### src/rtl/sfl_defines.vh
// constants shared by the serial transfer and fault block
// assumes inclusion by bare name from files under rtl/
`ifndef SFL_DEFINES_VH
`define SFL_DEFINES_VH
// register addresses on the plain register port
`define SFL_ADDR_DATA 8'h21
`define SFL_ADDR_CTRL 8'h22
`define SFL_ADDR_STAT 8'h23
// control register fields
`define SFL_CR_IE 7
`define SFL_CR_PE 6
`define SFL_CR_R2 5
`define SFL_CR_MS 4
`define SFL_CR_POL 3
`define SFL_CR_PHA 2
`define SFL_CR_R1 1
`define SFL_CR_R0 0
// status register fields
`define SFL_SR_DONE 7
`define SFL_SR_WRITE_COLLISION_FLAG 6
`define SFL_SR_MODE_FAULT_FLAG 4
// reset values
`define SFL_CR_RST 8'h00
`define SFL_BYTE_RST 8'h00
`define SFL_CNT_RST 4'h0
`define SFL_SYNC_RST 4'h1
// edge counter: sixteen sck edges make one byte
`define SFL_LAST_EDGE 4'hF
`define SFL_FIRST_EDGE 4'h0
`define SFL_CNT_ONE 4'h1
// half serial periods in cpu cycles, rate code {r2, r1, r0}
`define SFL_RATE_4 3'h4
`define SFL_RATE_8 3'h0
`define SFL_RATE_16 3'h1
`define SFL_RATE_32 3'h6
`define SFL_RATE_64 3'h2
`define SFL_RATE_128 3'h3
`define SFL_HALF_4 7'h02
`define SFL_HALF_8 7'h04
`define SFL_HALF_16 7'h08
`define SFL_HALF_32 7'h10
`define SFL_HALF_64 7'h20
`define SFL_HALF_128 7'h40
`define SFL_HALF_ONE 7'h01
`define SFL_HALF_RST 7'h00
`endif

### src/rtl/sfl_baud.v
// master serial clock divider: one-cycle tick per half sck period
// assumes i_run drops between bytes so each byte starts aligned
`timescale 1ns/10ps
`default_nettype none
`include "sfl_defines.vh"
module sfl_baud (
  input wire i_ref_clk,
  input wire i_rst_n,
  input wire i_run,
  input wire [2:0] i_rate,
  output reg o_tick
);
  reg [6:0] cnt_reg;
  wire [6:0] half;
  function [6:0] half_of;
    input [2:0] rate;
    begin
      case (rate)
        `SFL_RATE_4: half_of = `SFL_HALF_4;
        `SFL_RATE_8: half_of = `SFL_HALF_8;
        `SFL_RATE_16: half_of = `SFL_HALF_16;
        `SFL_RATE_32: half_of = `SFL_HALF_32;
        `SFL_RATE_64: half_of = `SFL_HALF_64;
        `SFL_RATE_128: half_of = `SFL_HALF_128;
        // unlisted codes fall back to the slowest safe rate
        default: half_of = `SFL_HALF_128;
      endcase
    end
  endfunction
  assign half = half_of(i_rate);
  always @(posedge i_ref_clk or negedge i_rst_n) begin
    if (!i_rst_n) begin
      cnt_reg <= `SFL_HALF_RST;
      o_tick <= 1'b0;
    end else if (!i_run) begin
      cnt_reg <= `SFL_HALF_RST;
      o_tick <= 1'b0;
    end else if (cnt_reg == half - `SFL_HALF_ONE) begin
      cnt_reg <= `SFL_HALF_RST;
      o_tick <= 1'b1;
    end else begin
      cnt_reg <= cnt_reg + `SFL_HALF_ONE;
      o_tick <= 1'b0;
    end
  end
endmodule
`default_nettype wire

### src/rtl/sfl_spi_top.v
// serial peripheral byte engine: shift, clock timing, collision and fault logic
// assumes a single-cycle register port on i_ref_clk and asynchronous serial pins
`timescale 1ns/10ps
`default_nettype none
`include "sfl_defines.vh"
// Summary of operation
// - each byte shifts out and in together over exactly eight sck pulses
// - clock idle level bit sets master sck resting level; slave counts either edge, ignores it
// - phase bit set: msb captured on second sck edge
// - phase bit clear: msb captured on first sck edge
// - master puts each bit on mosi one edge before its capture edge
// - slave, phase clear, with select low freezes data register, writes refused
// - data write during a transfer is dropped, transfer goes on
// - slave, phase set: first sck edge freezes data and drives msb on miso
// - master collision only while its own sck is running a byte
// - collision sets write collision flag, never an interrupt
// - select low as master: mode fault, pin enable and master cleared
// - mode fault clears by status access then control write
// - while mode fault set, pin enable and master can be set only by the clearing control write
// - mode fault never sets in slave mode, may stay set
// - on overrun the receive buffer keeps the first byte, rest dropped
// - data reads return the receive buffer, synchronous to the cpu
// - wait mode: normal operation, interrupt request wakes cpu
// - halt: transfer, control and flag registers frozen, reads still served, no wake from here
// - done and fault share one request, gated by enable and cpu mask
// - done flag set per byte, cleared by status then data access
// - msb first from an eight-bit shift register loaded in parallel
// - pin enable connects the block to the pins, else released
// - master select drives sck and swaps mosi and miso directions
module sfl_spi_top (
  input wire i_ref_clk,
  input wire i_rst_n,
  input wire [7:0] i_addr,
  input wire [7:0] i_wdata,
  input wire i_wr,
  input wire i_rd,
  output reg [7:0] o_rdata,
  input wire i_int_mask,
  input wire i_halt,
  input wire i_sck,
  output reg o_sck,
  output reg o_sck_oe_n,
  input wire i_mosi,
  output reg o_mosi,
  output reg o_mosi_oe_n,
  input wire i_miso,
  output reg o_miso,
  output reg o_miso_oe_n,
  input wire i_ss_n,
  output reg o_irq
);
  reg [7:0] ctrl_reg;
  reg done_flag_reg;
  reg write_collision_flag_flag_reg;
  reg mode_fault_flag_flag_reg;
  reg arm_done_reg;
  reg arm_write_collision_flag_reg;
  reg arm_mode_fault_flag_reg;
  reg [7:0] shift_reg;
  reg cap_reg;
  reg [7:0] rxbuf_reg;
  reg [3:0] cnt_reg;
  reg busy_reg;
  reg sck_reg;
  reg sck_d_reg;
  reg [7:0] ctrl_next;
  wire [3:0] pins_s;
  wire sck_s;
  wire mosi_s;
  wire miso_s;
  wire ss_s;
  wire tick;
  wire run;
  wire pe;
  wire ms;
  wire pol;
  wire pha;
  wire ie;
  wire dat_wr;
  wire dat_acc;
  wire ctl_wr;
  wire st_acc;
  wire st_rd;
  wire master_on;
  wire slave_on;
  wire fault;
  wire m_edge;
  wire s_edge;
  wire edge_ev;
  wire cap_edge;
  wire last;
  wire in_bit;
  wire [7:0] done_byte;
  wire coll;
  wire blocked;
  wire load;
  wire done_ev;
  wire slave_drive;

  sfl_sync u_sync (
    .i_ref_clk(i_ref_clk),
    .i_rst_n(i_rst_n),
    .i_pins({i_sck, i_mosi, i_miso, i_ss_n}),
    .o_pins(pins_s)
  );

  assign sck_s = pins_s[3];
  assign mosi_s = pins_s[2];
  assign miso_s = pins_s[1];
  assign ss_s = pins_s[0];

  // halt freezes the engine, control and flag registers; read port, request and synchronisers keep running
  assign run = ~i_halt;
  assign pe = ctrl_reg[`SFL_CR_PE];
  assign ms = ctrl_reg[`SFL_CR_MS];
  assign pol = ctrl_reg[`SFL_CR_POL];
  assign pha = ctrl_reg[`SFL_CR_PHA];
  assign ie = ctrl_reg[`SFL_CR_IE];

  assign dat_wr = i_wr & (i_addr == `SFL_ADDR_DATA);
  assign dat_acc = (i_wr | i_rd) & (i_addr == `SFL_ADDR_DATA);
  assign ctl_wr = i_wr & (i_addr == `SFL_ADDR_CTRL);
  assign st_acc = (i_wr | i_rd) & (i_addr == `SFL_ADDR_STAT);
  assign st_rd = i_rd & (i_addr == `SFL_ADDR_STAT);

  assign master_on = pe & ms;
  assign slave_on = pe & ~ms & ~ss_s;
  // only a master can fault, so a slave never raises the flag
  assign fault = master_on & ~ss_s;

  sfl_baud u_baud (
    .i_ref_clk(i_ref_clk),
    .i_rst_n(i_rst_n),
    .i_run(run & master_on & busy_reg),
    .i_rate({ctrl_reg[`SFL_CR_R2], ctrl_reg[`SFL_CR_R1], ctrl_reg[`SFL_CR_R0]}),
    .o_tick(tick)
  );

  assign m_edge = master_on & busy_reg & tick;
  assign s_edge = slave_on & (sck_s != sck_d_reg);
  assign edge_ev = run & ~fault & (m_edge | s_edge);
  // even edges capture with phase clear, odd edges with phase set
  assign cap_edge = pha ? cnt_reg[0] : ~cnt_reg[0];
  assign last = (cnt_reg == `SFL_LAST_EDGE);
  assign in_bit = ms ? miso_s : mosi_s;
  assign done_byte = pha ? {shift_reg[6:0], in_bit} : {shift_reg[6:0], cap_reg};
  assign done_ev = edge_ev & last;

  // phase clear slave can be clocked any time select is low
  assign slave_drive = slave_on & (~pha | busy_reg);
  assign coll = dat_wr & ((master_on & busy_reg) | slave_drive);
  // writes stay inhibited until the status register has been seen
  assign blocked = done_flag_reg & ~arm_done_reg;
  assign load = run & dat_wr & ~coll & ~blocked;

  // transfer engine: edge counter, shift register, master clock
  always @(posedge i_ref_clk or negedge i_rst_n) begin
    if (!i_rst_n) begin
      shift_reg <= `SFL_BYTE_RST;
      cap_reg <= 1'b0;
      cnt_reg <= `SFL_CNT_RST;
      busy_reg <= 1'b0;
      sck_reg <= 1'b0;
      sck_d_reg <= 1'b0;
    end else if (run) begin
      sck_d_reg <= sck_s;
      if (fault) begin
        busy_reg <= 1'b0;
        cnt_reg <= `SFL_CNT_RST;
        sck_reg <= pol;
      end else if (load) begin
        shift_reg <= i_wdata;
        cnt_reg <= `SFL_CNT_RST;
        busy_reg <= master_on;
        sck_reg <= pol;
      end else if (edge_ev) begin
        if (m_edge) begin
          sck_reg <= ~sck_reg;
        end
        if (cap_edge) begin
          cap_reg <= in_bit;
        end
        if (last) begin
          // sent byte is replaced in place by the byte received
          shift_reg <= done_byte;
          busy_reg <= 1'b0;
          cnt_reg <= `SFL_CNT_RST;
        end else begin
          // phase set: first edge only presents the msb, no shift yet
          if (~cap_edge & ~(pha & (cnt_reg == `SFL_FIRST_EDGE))) begin
            shift_reg <= {shift_reg[6:0], cap_reg};
          end
          busy_reg <= 1'b1;
          cnt_reg <= cnt_reg + `SFL_CNT_ONE;
        end
      end else if (~master_on & ~slave_on) begin
        // select high ends any partial slave byte
        busy_reg <= 1'b0;
        cnt_reg <= `SFL_CNT_RST;
        sck_reg <= pol;
      end else if (~busy_reg) begin
        sck_reg <= pol;
      end
    end
  end

  // control register with fault overrides
  always @* begin
    ctrl_next = ctrl_reg;
    if (ctl_wr) begin
      ctrl_next = i_wdata;
      if (mode_fault_flag_flag_reg & ~arm_mode_fault_flag_reg) begin
        // only the clearing write may raise these two bits again
        ctrl_next[`SFL_CR_PE] = i_wdata[`SFL_CR_PE] & ctrl_reg[`SFL_CR_PE];
        ctrl_next[`SFL_CR_MS] = i_wdata[`SFL_CR_MS] & ctrl_reg[`SFL_CR_MS];
      end
    end
    if (fault) begin
      ctrl_next[`SFL_CR_PE] = 1'b0;
      ctrl_next[`SFL_CR_MS] = 1'b0;
    end
  end

  always @(posedge i_ref_clk or negedge i_rst_n) begin
    if (!i_rst_n) begin
      ctrl_reg <= `SFL_CR_RST;
    end else if (run) begin
      ctrl_reg <= ctrl_next;
    end
  end

  // status flags; a hardware set always beats a same-cycle clear
  always @(posedge i_ref_clk or negedge i_rst_n) begin
    if (!i_rst_n) begin
      done_flag_reg <= 1'b0;
      write_collision_flag_flag_reg <= 1'b0;
      mode_fault_flag_flag_reg <= 1'b0;
      arm_done_reg <= 1'b0;
      arm_write_collision_flag_reg <= 1'b0;
      arm_mode_fault_flag_reg <= 1'b0;
    end else if (run) begin
      if (done_ev) begin
        done_flag_reg <= 1'b1;
      end else if (dat_acc & arm_done_reg) begin
        done_flag_reg <= 1'b0;
        arm_done_reg <= 1'b0;
      end else if (st_acc & done_flag_reg) begin
        arm_done_reg <= 1'b1;
      end
      if (coll) begin
        write_collision_flag_flag_reg <= 1'b1;
      end else if (dat_acc & arm_write_collision_flag_reg) begin
        write_collision_flag_flag_reg <= 1'b0;
        arm_write_collision_flag_reg <= 1'b0;
      end else if (st_rd & write_collision_flag_flag_reg) begin
        arm_write_collision_flag_reg <= 1'b1;
      end
      if (fault) begin
        mode_fault_flag_flag_reg <= 1'b1;
      end else if (ctl_wr & arm_mode_fault_flag_reg) begin
        mode_fault_flag_flag_reg <= 1'b0;
        arm_mode_fault_flag_reg <= 1'b0;
      end else if (st_acc & mode_fault_flag_flag_reg) begin
        arm_mode_fault_flag_reg <= 1'b1;
      end
    end
  end

  // receive buffer: only the first byte after a clear is kept
  always @(posedge i_ref_clk or negedge i_rst_n) begin
    if (!i_rst_n) begin
      rxbuf_reg <= `SFL_BYTE_RST;
    end else if (done_ev & ~done_flag_reg) begin
      rxbuf_reg <= done_byte;
    end
  end

  // register read port: data valid the cycle after the strobe only
  always @(posedge i_ref_clk or negedge i_rst_n) begin
    if (!i_rst_n) begin
      o_rdata <= `SFL_BYTE_RST;
    end else if (i_rd) begin
      case (i_addr)
        `SFL_ADDR_DATA: o_rdata <= rxbuf_reg;
        `SFL_ADDR_CTRL: o_rdata <= ctrl_reg;
        `SFL_ADDR_STAT: o_rdata <= {done_flag_reg, write_collision_flag_flag_reg, 1'b0, mode_fault_flag_flag_reg,
                                    4'h0};
        default: o_rdata <= `SFL_BYTE_RST;
      endcase
    end else begin
      o_rdata <= `SFL_BYTE_RST;
    end
  end

  // pin drivers; enables are low while driving
  always @(posedge i_ref_clk or negedge i_rst_n) begin
    if (!i_rst_n) begin
      o_sck <= 1'b0;
      o_sck_oe_n <= 1'b1;
      o_mosi <= 1'b0;
      o_mosi_oe_n <= 1'b1;
      o_miso <= 1'b0;
      o_miso_oe_n <= 1'b1;
    end else if (run) begin
      o_sck <= sck_reg;
      o_sck_oe_n <= ~master_on;
      o_mosi <= shift_reg[7];
      o_mosi_oe_n <= ~master_on;
      o_miso <= shift_reg[7];
      // phase set: low select alone does not drive miso
      o_miso_oe_n <= ~slave_drive;
    end
  end

  // shared request; collisions deliberately stay out of it
  always @(posedge i_ref_clk or negedge i_rst_n) begin
    if (!i_rst_n) begin
      o_irq <= 1'b0;
    end else begin
      o_irq <= ie & (done_flag_reg | mode_fault_flag_flag_reg) & ~i_int_mask;
    end
  end
endmodule
`default_nettype wire

### src/rtl/sfl_sync.v
// two-stage synchroniser for the four serial pins
// assumes pins are asynchronous to i_ref_clk
`timescale 1ns/10ps
`default_nettype none
`include "sfl_defines.vh"
module sfl_sync (
  input wire i_ref_clk,
  input wire i_rst_n,
  input wire [3:0] i_pins,
  output reg [3:0] o_pins
);
  reg [3:0] meta_reg;
  // select idles high so a fresh reset never looks like a fault
  always @(posedge i_ref_clk or negedge i_rst_n) begin
    if (!i_rst_n) begin
      meta_reg <= `SFL_SYNC_RST;
      o_pins <= `SFL_SYNC_RST;
    end else begin
      meta_reg <= i_pins;
      o_pins <= meta_reg;
    end
  end
endmodule
`default_nettype wire

### config.mk
export PLATFORM = sky130hd
export DESIGN_NAME = sfl_spi_top
export DESIGN_NICKNAME = d
export VERILOG_FILES = /design/src/rtl/sfl_baud.v /design/src/rtl/sfl_spi_top.v /design/src/rtl/sfl_sync.v
export VERILOG_INCLUDE_DIRS = /design/src /design/src/rtl
export SDC_FILE = /design/constraint.sdc
export NUM_CORES = 1
export LEC_CHECK = 0
export ABC_AREA = 0
export ABC_CLOCK_PERIOD_IN_PS = 2600
export BUFFER_PORTS_ARGS = -buffer_cell sky130_fd_sc_hd__clkbuf_2
export CAP_MARGIN = 10
export CORE_MARGIN = 5
export CORE_UTILIZATION = 40
export DETAILED_ROUTE_END_ITERATION = 8
export PLACE_DENSITY = 0.62
export SYNTH_ARGS = -nofsm -noshare
export SYNTH_HDL_FRONTEND = slang
export SYNTH_SLANG_ARGS = --single-unit
### constraint.sdc
create_clock -name i_ref_clk -period 2.6 [get_ports i_ref_clk]
set_input_delay 0.65 -clock i_ref_clk [delete_from_list [all_inputs] [get_ports i_ref_clk]]
set_output_delay 0.65 -clock i_ref_clk [all_outputs]
set_load 0.1 [all_outputs]
## Word level (Yosys, flattened, before mapping)

Index checks and enable logic that the tools add are counted.

- Bits in registers: 67
- Input bits: 26
- Output and inout port bits: 15

- Add/subtract/negate cells: 3
- Equality and inequality tests: 12
- Multiplexer cells: 47
- Bitwise logic cells: 63
- Reductions and logical operators: 24

Operators by type and width:

| operator | number |
|---|---|
| 8-bit two-way mux | 5 |
| 1-bit AND | 38 |
| 7-bit one-hot mux with 5 select lines | 1 |
| 1-bit two-way mux | 32 |
| 8-bit by 6-bit equality test with 1-bit output, second input constant | 3 |
| 8-bit one-hot mux with 3 select lines | 1 |
| 7-bit two-way mux | 3 |
| 4-bit two-way mux | 5 |
| 1-bit NOT | 20 |
| 2-bit nonzero test | 8 |
| 2-bit AND reduction | 6 |
| 3-bit AND reduction | 4 |
| 7-bit by 1-bit adder with 7-bit output, second input constant | 1 |
| 7-bit equality test | 1 |
| 7-bit by 1-bit subtractor with 7-bit output, second input constant | 1 |
| 3-bit equality test, second input constant | 2 |
| 5-bit by 1-bit inequality test with 1-bit output, second input constant | 1 |
| 1-bit OR | 5 |
| 5-bit AND reduction | 1 |
| 4-bit by 1-bit adder with 4-bit output, second input constant | 1 |
| 4-bit equality test, second input constant | 1 |
| 4-bit logical NOT | 1 |
| 4-bit by 3-bit inequality test with 1-bit output, second input constant | 1 |
| 4-bit AND reduction | 1 |
| other kinds (6) | 6 |

## Depth between registers and ports, before layout

Gate-level depths: netlist (run 1).

- Depth in word-level cells: 11
- Depth in mapped cells: 10
- Depth with buffers taken out: 9

## Cells and area by module

Synthesis (run 1) repeated with hierarchy kept, for this count alone.

- Cells, all modules: 286
- Area total of the unflattened synthesis: 3203.1 um^2

Modules (own cells, without submodules):

| module | times used | cells each | area each (um^2) | seq. area each (um^2) |
|---|---|---|---|---|
| sfl_spi_top | 1 | 232 | 2491.1 | 1278.7 |
| sfl_baud | 1 | 46 | 509.2 | 200.2 |
| sfl_sync | 1 | 8 | 202.7 | 202.7 |

## Worst setup path after synthesis (run 1)

No wires, ideal clock.

- Path type: input to register
- Start point: input port i_addr[3]
- End point: register cnt_reg[3]
- Setup time: 118 ps
- Data arrival time: 2332 ps
- Path slack: 150 ps
- Stages on the path: 6
- Path buffers: 0
- Cells stage by stage: or4b_4 nor4b_4 o2111ai_2 a41o_1 a31o_1 a21o_1

- Word-level cells in the longest chain between the ends: 8

RTL lines:

| element | RTL line | text |
|---|---|---|
| from (decl) | sfl_spi_top.v:33 | `input wire [7:0] i_addr,` |
| 8-bit by 6-bit equality test with 1-bit output * | n/a |  |
| 1-bit AND * | sfl_spi_top.v:120 | `` assign dat_wr = i_wr & (i_addr == `SFL_ADDR_DATA); `` |
| 1-bit AND | sfl_spi_top.v:151 | `assign coll = dat_wr & ((master_on & busy_reg) \| slave_drive);` |
| 1-bit NOT (no source line) | n/a |  |
| 1-bit AND * (2 in series) | sfl_spi_top.v:154 | `assign load = run & dat_wr & ~coll & ~blocked;` |
| 4-bit nonzero test (no source line) / 4-bit two-way mux (equally long branches) | n/a |  |
| 2-bit AND reduction (no source line) / 4-bit two-way mux (equally long branches) | n/a |  |
| to (signal assigned) | sfl_spi_top.v:161 | `` cnt_reg <= `SFL_CNT_RST; `` |
| to (signal assigned) | sfl_spi_top.v:169 | `` cnt_reg <= `SFL_CNT_RST; `` |
| to (signal assigned) | sfl_spi_top.v:173 | `` cnt_reg <= `SFL_CNT_RST; `` |
| to (decl) | sfl_spi_top.v:62 | `reg [3:0] cnt_reg;` |

Mark *: on every way between the ends. The rest lies on a longest branch, timed or not.
A chain may end at the register's enable or synchronous reset.

## Worst setup path in the final report (run 1)

- Start point: register u_sync.o_pins[0]
- End point: register rxbuf_reg[2]

- Word-level cells in the longest chain between the ends: 7

RTL lines:

| element | RTL line | text |
|---|---|---|
| from (decl) | sfl_sync.v:10 | `output reg [3:0] o_pins` |
| from (signal assigned) | sfl_sync.v:17 | `` o_pins <= `SFL_SYNC_RST; `` |
| from (signal assigned) | sfl_sync.v:20 | `o_pins <= meta_reg;` |
| 1-bit NOT * | sfl_spi_top.v:127, sfl_spi_top.v:129 |  |
| 1-bit AND, on equally long branches | sfl_spi_top.v:127, sfl_spi_top.v:129 |  |
| 1-bit AND / 1-bit NOT (equally long branches) | n/a |  |
| 1-bit OR / 1-bit AND (equally long branches) | sfl_spi_top.v:141 | `assign edge_ev = run & ~fault & (m_edge \| s_edge);` |
| 1-bit AND * | sfl_spi_top.v:141 |  |
| 1-bit AND * | sfl_spi_top.v:147 | `assign done_ev = edge_ev & last;` |
| 1-bit AND * | sfl_spi_top.v:273 | `end else if (done_ev & ~done_flag_reg) begin` |
| to (signal assigned) | sfl_spi_top.v:272 | `` rxbuf_reg <= `SFL_BYTE_RST; `` |
| to (signal assigned) | sfl_spi_top.v:274 | `rxbuf_reg <= done_byte;` |
| to (decl) | sfl_spi_top.v:61 | `reg [7:0] rxbuf_reg;` |

Marked as above.

==> results of run 1 <==
-- layer usage --
| metal | routed length [µm] | up-vias | share of wire | global-route usage |
|---|---|---|---|---|
| li1 | - | 1148 | - | - |
| met2 | 3330 | 40 | 0.49 | 0.241 |
| met4 | 55 | 0 | 0.0080 | 0.0326 |
| met1 | 3150 | 1136 | 0.46 | 0.190 |
| met3 | 315 | 10 | 0.046 | 0.0481 |
| met5 | 0 | - | 0 | 0 |
-- cells in the final DEF (no fill, tap or decap), types with 4 or more instances in the layout --
cell      count
a21oi_1      14
a22oi_1       5
buf_4        13
clkbuf_2     39
clkbuf_8      9
dfrtp_1      63
dfstp_2       4
ha_1          4
inv_1        15
mux2_2       19
mux2i_1      15
nand2_1      28
nand2b_1      4
nand3_1       5
nor2_1       30
nor2b_1       4
nor3_1        5
o21ai_0      19
xnor2_1       5
xor2_1        5
-- where the power goes --
| group | leakage [nW] | total (mW) | internal (mW) | switching [mW] |
|---|---|---|---|---|
| clock network | 0.110 | 0.970 | 0.546 | 0.423 |
| registers | 0.883 | 1.18 | 1.11 | 0.0704 |
| logic | 0.808 | 0.566 | 0.185 | 0.380 |
| total | 1.80 | 2.72 | 1.85 | 0.874 |
-- cells in the mapped netlist, types with 4 or more instances --
library cell	n
nor2b_1	4
a22oi_1	5
a21oi_1	14
xnor2_1	5
dfstp_2	4
nor3_1	5
nand2_1	28
ha_1	4
mux2i_1	15
mux2_2	19
nand2b_1	4
nand3_1	5
dfrtp_1	63
xor2_1	5
nor2_1	30
inv_1	15
clkbuf_1	7
o21ai_0	19
-- layout make-up --
class / count / area (µm²)
Timing Repair Buffer: 54 / 318
Fill cell: 729 / 3950
Tap cell: 102 / 128
Multi-Input combinational cell: 204 / 1380
Sequential cell: 67 / 1680
Clock buffer: 9 / 124
Inverter: 15 / 56.3
Clock inverter: 7 / 98.8
-- logic make-up after synthesis --
kind of cell | Yosys count | share of synthesized area
simple gates | 98 | 0.158
flops | 67 | 0.530
mux | 34 | 0.115
buf+inv | 28 | 0.0367
xor+xnor | 10 | 0.0276
fa+ha+maj | 4 | 0.0158
compound gates | 58 | 0.117
-- critical path: cells and delay by family (launching register included) --
family / cells / cell delay, ps
AND/OR/NAND/NOR: 4 / 1190
flip-flops: 1 / 560
multiplexers: 1 / 370
AO/OA/AOI/OAI: 1 / 190
-- metrics by stage --
step	total power, mW	instance area [µm²]	worst slack [ps]	std cells
CTS	2.75	3780	185	458
global route	2.86	3780	86.1	458
finish	2.72	3780	175	458
global placement	1.76	3560	-18.4	442
detailed placement	1.77	3560	-40.6	442
floorplan	1.60	3170	150	299
-- path summary, 6_finish.rpt --
kind | start | to | slack [ps] | cells after the start
min in group i_ref_clk | u_sync.meta_reg[2] | u_sync.o_pins[2] | 350 | 0
setup / recovery | u_sync.o_pins[0] | rxbuf_reg[2] | 170 | 6
hold / removal | i_rst_n | arm_write_collision_flag_reg | 300 | 2
hold reg to reg | u_sync.meta_reg[2] | u_sync.o_pins[2] | 350 | 0
max in group asynchronous | i_rst_n | u_sync.o_pins[0] | 1940 | 2
setup reg to reg | u_sync.o_pins[0] | rxbuf_reg[2] | 170 | 6
==> qor.yml, run 1 <==
place:
  gp_congestion: 0.879
  io_buffers: 40
  hpwl_um: 4840
logic_synthesis:
  yosysSeqAreaShare: 0.530
  ys_async_sr_fraction: 1.00
  synth_area_leaders: "dfrtp_1 50%, mux2_2 6.7%, mux2i_1 4.7%, nor2_1 3.5%, dfstp_2 3.3%"
  synthDistinctLibCells: 50
  yosys.area.top_type_share: 0.497
  postSynthCellCount: 299
  synth-seq-cells: 67
  synth_edf_count: 0
  synth_fp_nets: 329
  syn_area_per_cell_um2: 10.6
  ys.flop_type: "dfrtp_1"
  yosys.area.top_type: "dfrtp_1"
  yosys_warnings: 0
  syn_area_um2: 3170
floorplanning:
  core-area_um2: 7730
  die_w_um: 99.1
  io_pins: 41
  rows: 32
  die-area_um2: 9810
  die_h_um: 99.1
  start_util: 0.411
worst_setup_path:
  arrival_ps: 2650
  slowest_stage: "dfstp_2"
  end_kind: "register"
  cp-start-kind: "register"
  cp_slowest_stage_delay_ps: 560
  worstSetupPathType: "reg2reg"
  cp_common_cell: "or2_2"
  worstPathRequired_ps: 2830
  crit_fanout: 8
  crit_chain: "and3b_1 -> or2_2 -> a21o_1 -> or2_2 -> nor2_4 -> mux2_2"
sta:
  fmax_mhz: 412
  grt_setup_unrepaired: "no"
  slew_headroom: 0.638
  hold_violations: 0
  finalMaxSlewViolations: 0
  fin_crit_sh: 0.933
  period_needed_ps: 2430
  fin_skew_ps: 12.6
  setup_viol: 0
  tightest_slew_ps: 545
  holdWs_ps: 300
  setup_tns_ps: 0
detailed_routing:
  routed_wl_um: 6850
  drcViolationCount: 0
  wl_per_cell_um: 15.0
  vias_per_cell: 5.10
  ant_nets: 0
  via_count: 2334
  drtIter0Drc: 160
  drtPass1Iterations: 6
clocking:
  cts-resized-gates: 0
  cts_htree_levels: 3
  cts_buffer_depth: 2
  post-cts-setup-buffer-count: 0
  cts_hold_buf: 0
  cts_sinks: 67
  cts_tree: "done"
  numCtsBuffers: 9
  clkLatencyLatePin_ps: 350
  clkTransAtPathRegs_ps: 80
  clock-root-buffer: "clkbuf_8"
global_routing:
  antenna_found_initial: 0
  grt-ovfl-total: 0
  grt_pass1_vias: 2385
  grt_max_degree: 68
  grt.total_usage: 0.147
  grt_pass1_wl_um: 11500
power_and_ir_drop:
  p_leak_nw: 1.80
  power_density_nw_per_um2: 719
  ir_drop_v: 0.000983
job:
  drv_cap: 0
cells_and_area:
  antenna_cells: 0
  area_growth_pct: 19.2
  final_net_count: 381
  final_core_util: 0.489
  drive_above_1_share: 0.281
worst_hold_path:
  hp-class: "in2async"
run_status:
  run_status: "finished, final reports clean"
Power figures use the tool's default switching activity.
==> run 2: changes to the inputs <==
--- a/config.mk
+++ b/config.mk
@@ -8,10 +8,11 @@
 export LEC_CHECK = 0
 export ABC_AREA = 0
 export ABC_CLOCK_PERIOD_IN_PS = 2600
-export BUFFER_PORTS_ARGS = -buffer_cell sky130_fd_sc_hd__clkbuf_2
+export BUFFER_PORTS_ARGS = -buffer_cell sky130_fd_sc_hd__buf_2
 export CAP_MARGIN = 10
 export CORE_MARGIN = 5
 export CORE_UTILIZATION = 40
+export CTS_CLUSTER_SIZE = 40
 export DETAILED_ROUTE_END_ITERATION = 8
 export PLACE_DENSITY = 0.62
 export SYNTH_ARGS = -nofsm -noshare
==> run 2 against run 1 <==
Die area did not move. Wire length fell by 3.0%. Setup slack improved by 3.8 ps. Worst hold slack got worse by 30 ps. Critical path type unchanged. Highest routed layer unchanged.
==> qor.yml, run 2 (synthesized netlist as in run 1, its figures left out) <==
clocking:
  cts_htree_levels: 3  # unchanged
  clock-root-buffer: "clkbuf_8"
  clkTransAtPathRegs_ps: 80  # about the same
  cts_sinks: 67  # unchanged
  numCtsBuffers: 9  # unchanged
  cts_hold_buf: 0  # unchanged
  post-cts-setup-buffer-count: 0  # unchanged
  cts_tree: "done"
  cts-resized-gates: 0  # unchanged
  cts_buffer_depth: 2  # unchanged
  clkLatencyLatePin_ps: 340  # about the same
power_and_ir_drop:
  clock_power_share: 0.329  # -0.028
  internal_power_mw: 1.74  # -5.8%
  power_density_nw_per_um2: 695  # -3.4%
  seq_power_share: 0.454  # +0.019
  switching_power_mw: 0.862  # -1.4%
  ir_drop_v: 0.000822  # -16%
  p_leak_nw: 1.78  # -0.87%
  swShare: 0.331  # +0.0100
  power_frac_comb: 0.217  # +0.009
sta:
  period_needed_ps: 2420  # -3.84 ps
  tightest_slew_ps: 519  # -25.8 ps
  finalMaxSlewViolations: 0  # unchanged
  grt_setup_unrepaired: "no"
  fin_crit_sh: 0.931  # -0.00148
  fin_skew_ps: 12.7  # +0.135 ps
  slew_headroom: 0.654  # +0.0156
  setup_tns_ps: 0  # unchanged
  fmax_mhz: 413  # +0.16%
  holdWs_ps: 270  # -30.2 ps
  setup_viol: 0  # unchanged
  hold_violations: 0  # unchanged
worst_setup_path:
  worstPathRequired_ps: 2830  # about the same
  crit_chain: "and3b_1 -> or2_2 -> a21o_1 -> or2_2 -> nor2_4 -> mux2_2"
  arrival_ps: 2650  # about the same
  slowest_stage: "dfstp_2"
  cp_common_cell: "or2_2"
  cp-start-kind: "register"
  cp_slowest_stage_delay_ps: 560  # about the same
  worstSetupPathType: "reg2reg"
  crit_fanout: 8  # unchanged
  end_kind: "register"
cells_and_area:
  area_growth_pct: 18.0
  mostFrequentLayoutCell: "dfrtp_1"
  fillers: 720  # -1.2%
  final_net_count: 380  # -0.26%
  antenna_cells: 0  # unchanged
  seq_area_um2: 1680  # unchanged
  multi_input_area_um2: 1380  # unchanged
  final_cell_mix: "63 x dfrtp_1, 40 x buf_2, 30 x nor2_1, 28 x nand2_1"
  drive_above_1_share: 0.279  # -0.00203
place:
  hpwl_um: 4740  # -2.1%
  gp_congestion: 0.874  # -0.48%
  io_buffers: 40  # unchanged
floorplanning:
  die_h_um: 99.1  # unchanged
  io_pins: 41  # unchanged
  start_util: 0.411  # unchanged
  die-area_um2: 9810  # unchanged
  core-area_um2: 7730  # unchanged
  die_w_um: 99.1  # unchanged
  rows: 32  # unchanged
global_routing:
  grt-ovfl-total: 0  # unchanged
  grt_max_degree: 47  # -31%
  antenna_found_initial: 0  # unchanged
  grt_pass1_vias: 2327  # -2.4%
  grt.total_usage: 0.147  # -0.000407
  grt_pass1_wl_um: 11400  # -0.24%
worst_hold_path:
  hp-class: "in2async"
detailed_routing:
  ant_nets: 0  # unchanged
  vias_per_cell: 5.05  # -0.94%
  drtPass1Iterations: 4  # -2
  wl_per_cell_um: 14.5  # -2.8%
  drcViolationCount: 0  # unchanged
  drtIter0Drc: 91  # -43%
  routed_wl_um: 6650  # -3.0%
  via_count: 2307  # -1.2%
job:
  drv_cap: 0  # unchanged
run_status:
  run_status: "finished, final reports clean"
[run 2: cell count changes in the layout (fill, tap and decap cells not counted), sizes merged]
cell      before  now
inv           17   15
buf           15   53
clkinv         2    4
clkbuf        48    9
bufinv         2    1
clkinvlp       1    2
[run 2: power by group through the flow]
stage | clock [mW] | combinational (mW) | sequential [mW]
after CTS | 0.871 | 0.568 | 1.18
after global routing | 0.922 | 0.622 | 1.20
after floorplan | 0 | 0.334 | 1.27
final | 0.854 | 0.564 | 1.18
after global placement | 0 | 0.565 | 1.20
after detailed placement | 0 | 0.563 | 1.20
[run 2: final cells by class]
class                   count  share of cell area
clock buffers               9              0.0331
clock inverters             7              0.0184
inverters                  15              0.0150
multi-input cells         204               0.367
flip-flops and latches     67               0.449
well taps                 102              0.0341
repair buffers             53              0.0829
[run 2: final timing paths]
path / startpoint / endpoint / slack, ps / depth (start not counted)
max: u_sync.o_pins[0] / rxbuf_reg[3] / 180 / 6
min: i_rst_n / arm_write_collision_flag_reg / 270 / 1
max reg2reg: u_sync.o_pins[0] / rxbuf_reg[3] / 180 / 6
min reg2reg: u_sync.meta_reg[1] / u_sync.o_pins[1] / 350 / 0
max in group asynchronous: i_rst_n / u_baud.cnt_reg[0] / 1690 / 2
min in group i_ref_clk: u_sync.meta_reg[1] / u_sync.o_pins[1] / 350 / 0
[run 2: routing by layer]
metal  wire length [µm]  vias up  GRT usage  part of all wire
met4                 99        0     0.0588             0.015
met2               3060       63      0.218              0.46
li1                   -     1152          -                 -
met5                  0        -          0                 0
met3                384       10     0.0418             0.058
met1               3110     1082      0.202              0.47
[run 2: critical path: cells and delay by family (launching register included)]
kind	cells	cell delay (ps)
AOI/OAI and AO/OA	1	190
DFF	1	560
muxes	1	380
and+or+nand+nor	4	1180
[run 2: stage by stage]
step | utilization | instance area [µm²] | std cells | setup WS [ps] | total power [mW]
after floorplan | - | 3170 | 299 | 150 | 1.60
after global placement | 0.460 | 3550 | 441 | 42.9 | 1.76
after detailed placement | 0.460 | 3550 | 441 | 1.08 | 1.76
after CTS | 0.484 | 3740 | 457 | 167 | 2.62
after global routing | 0.484 | 3740 | 457 | 39.4 | 2.74
final | 0.484 | 3740 | 457 | 178 | 2.60
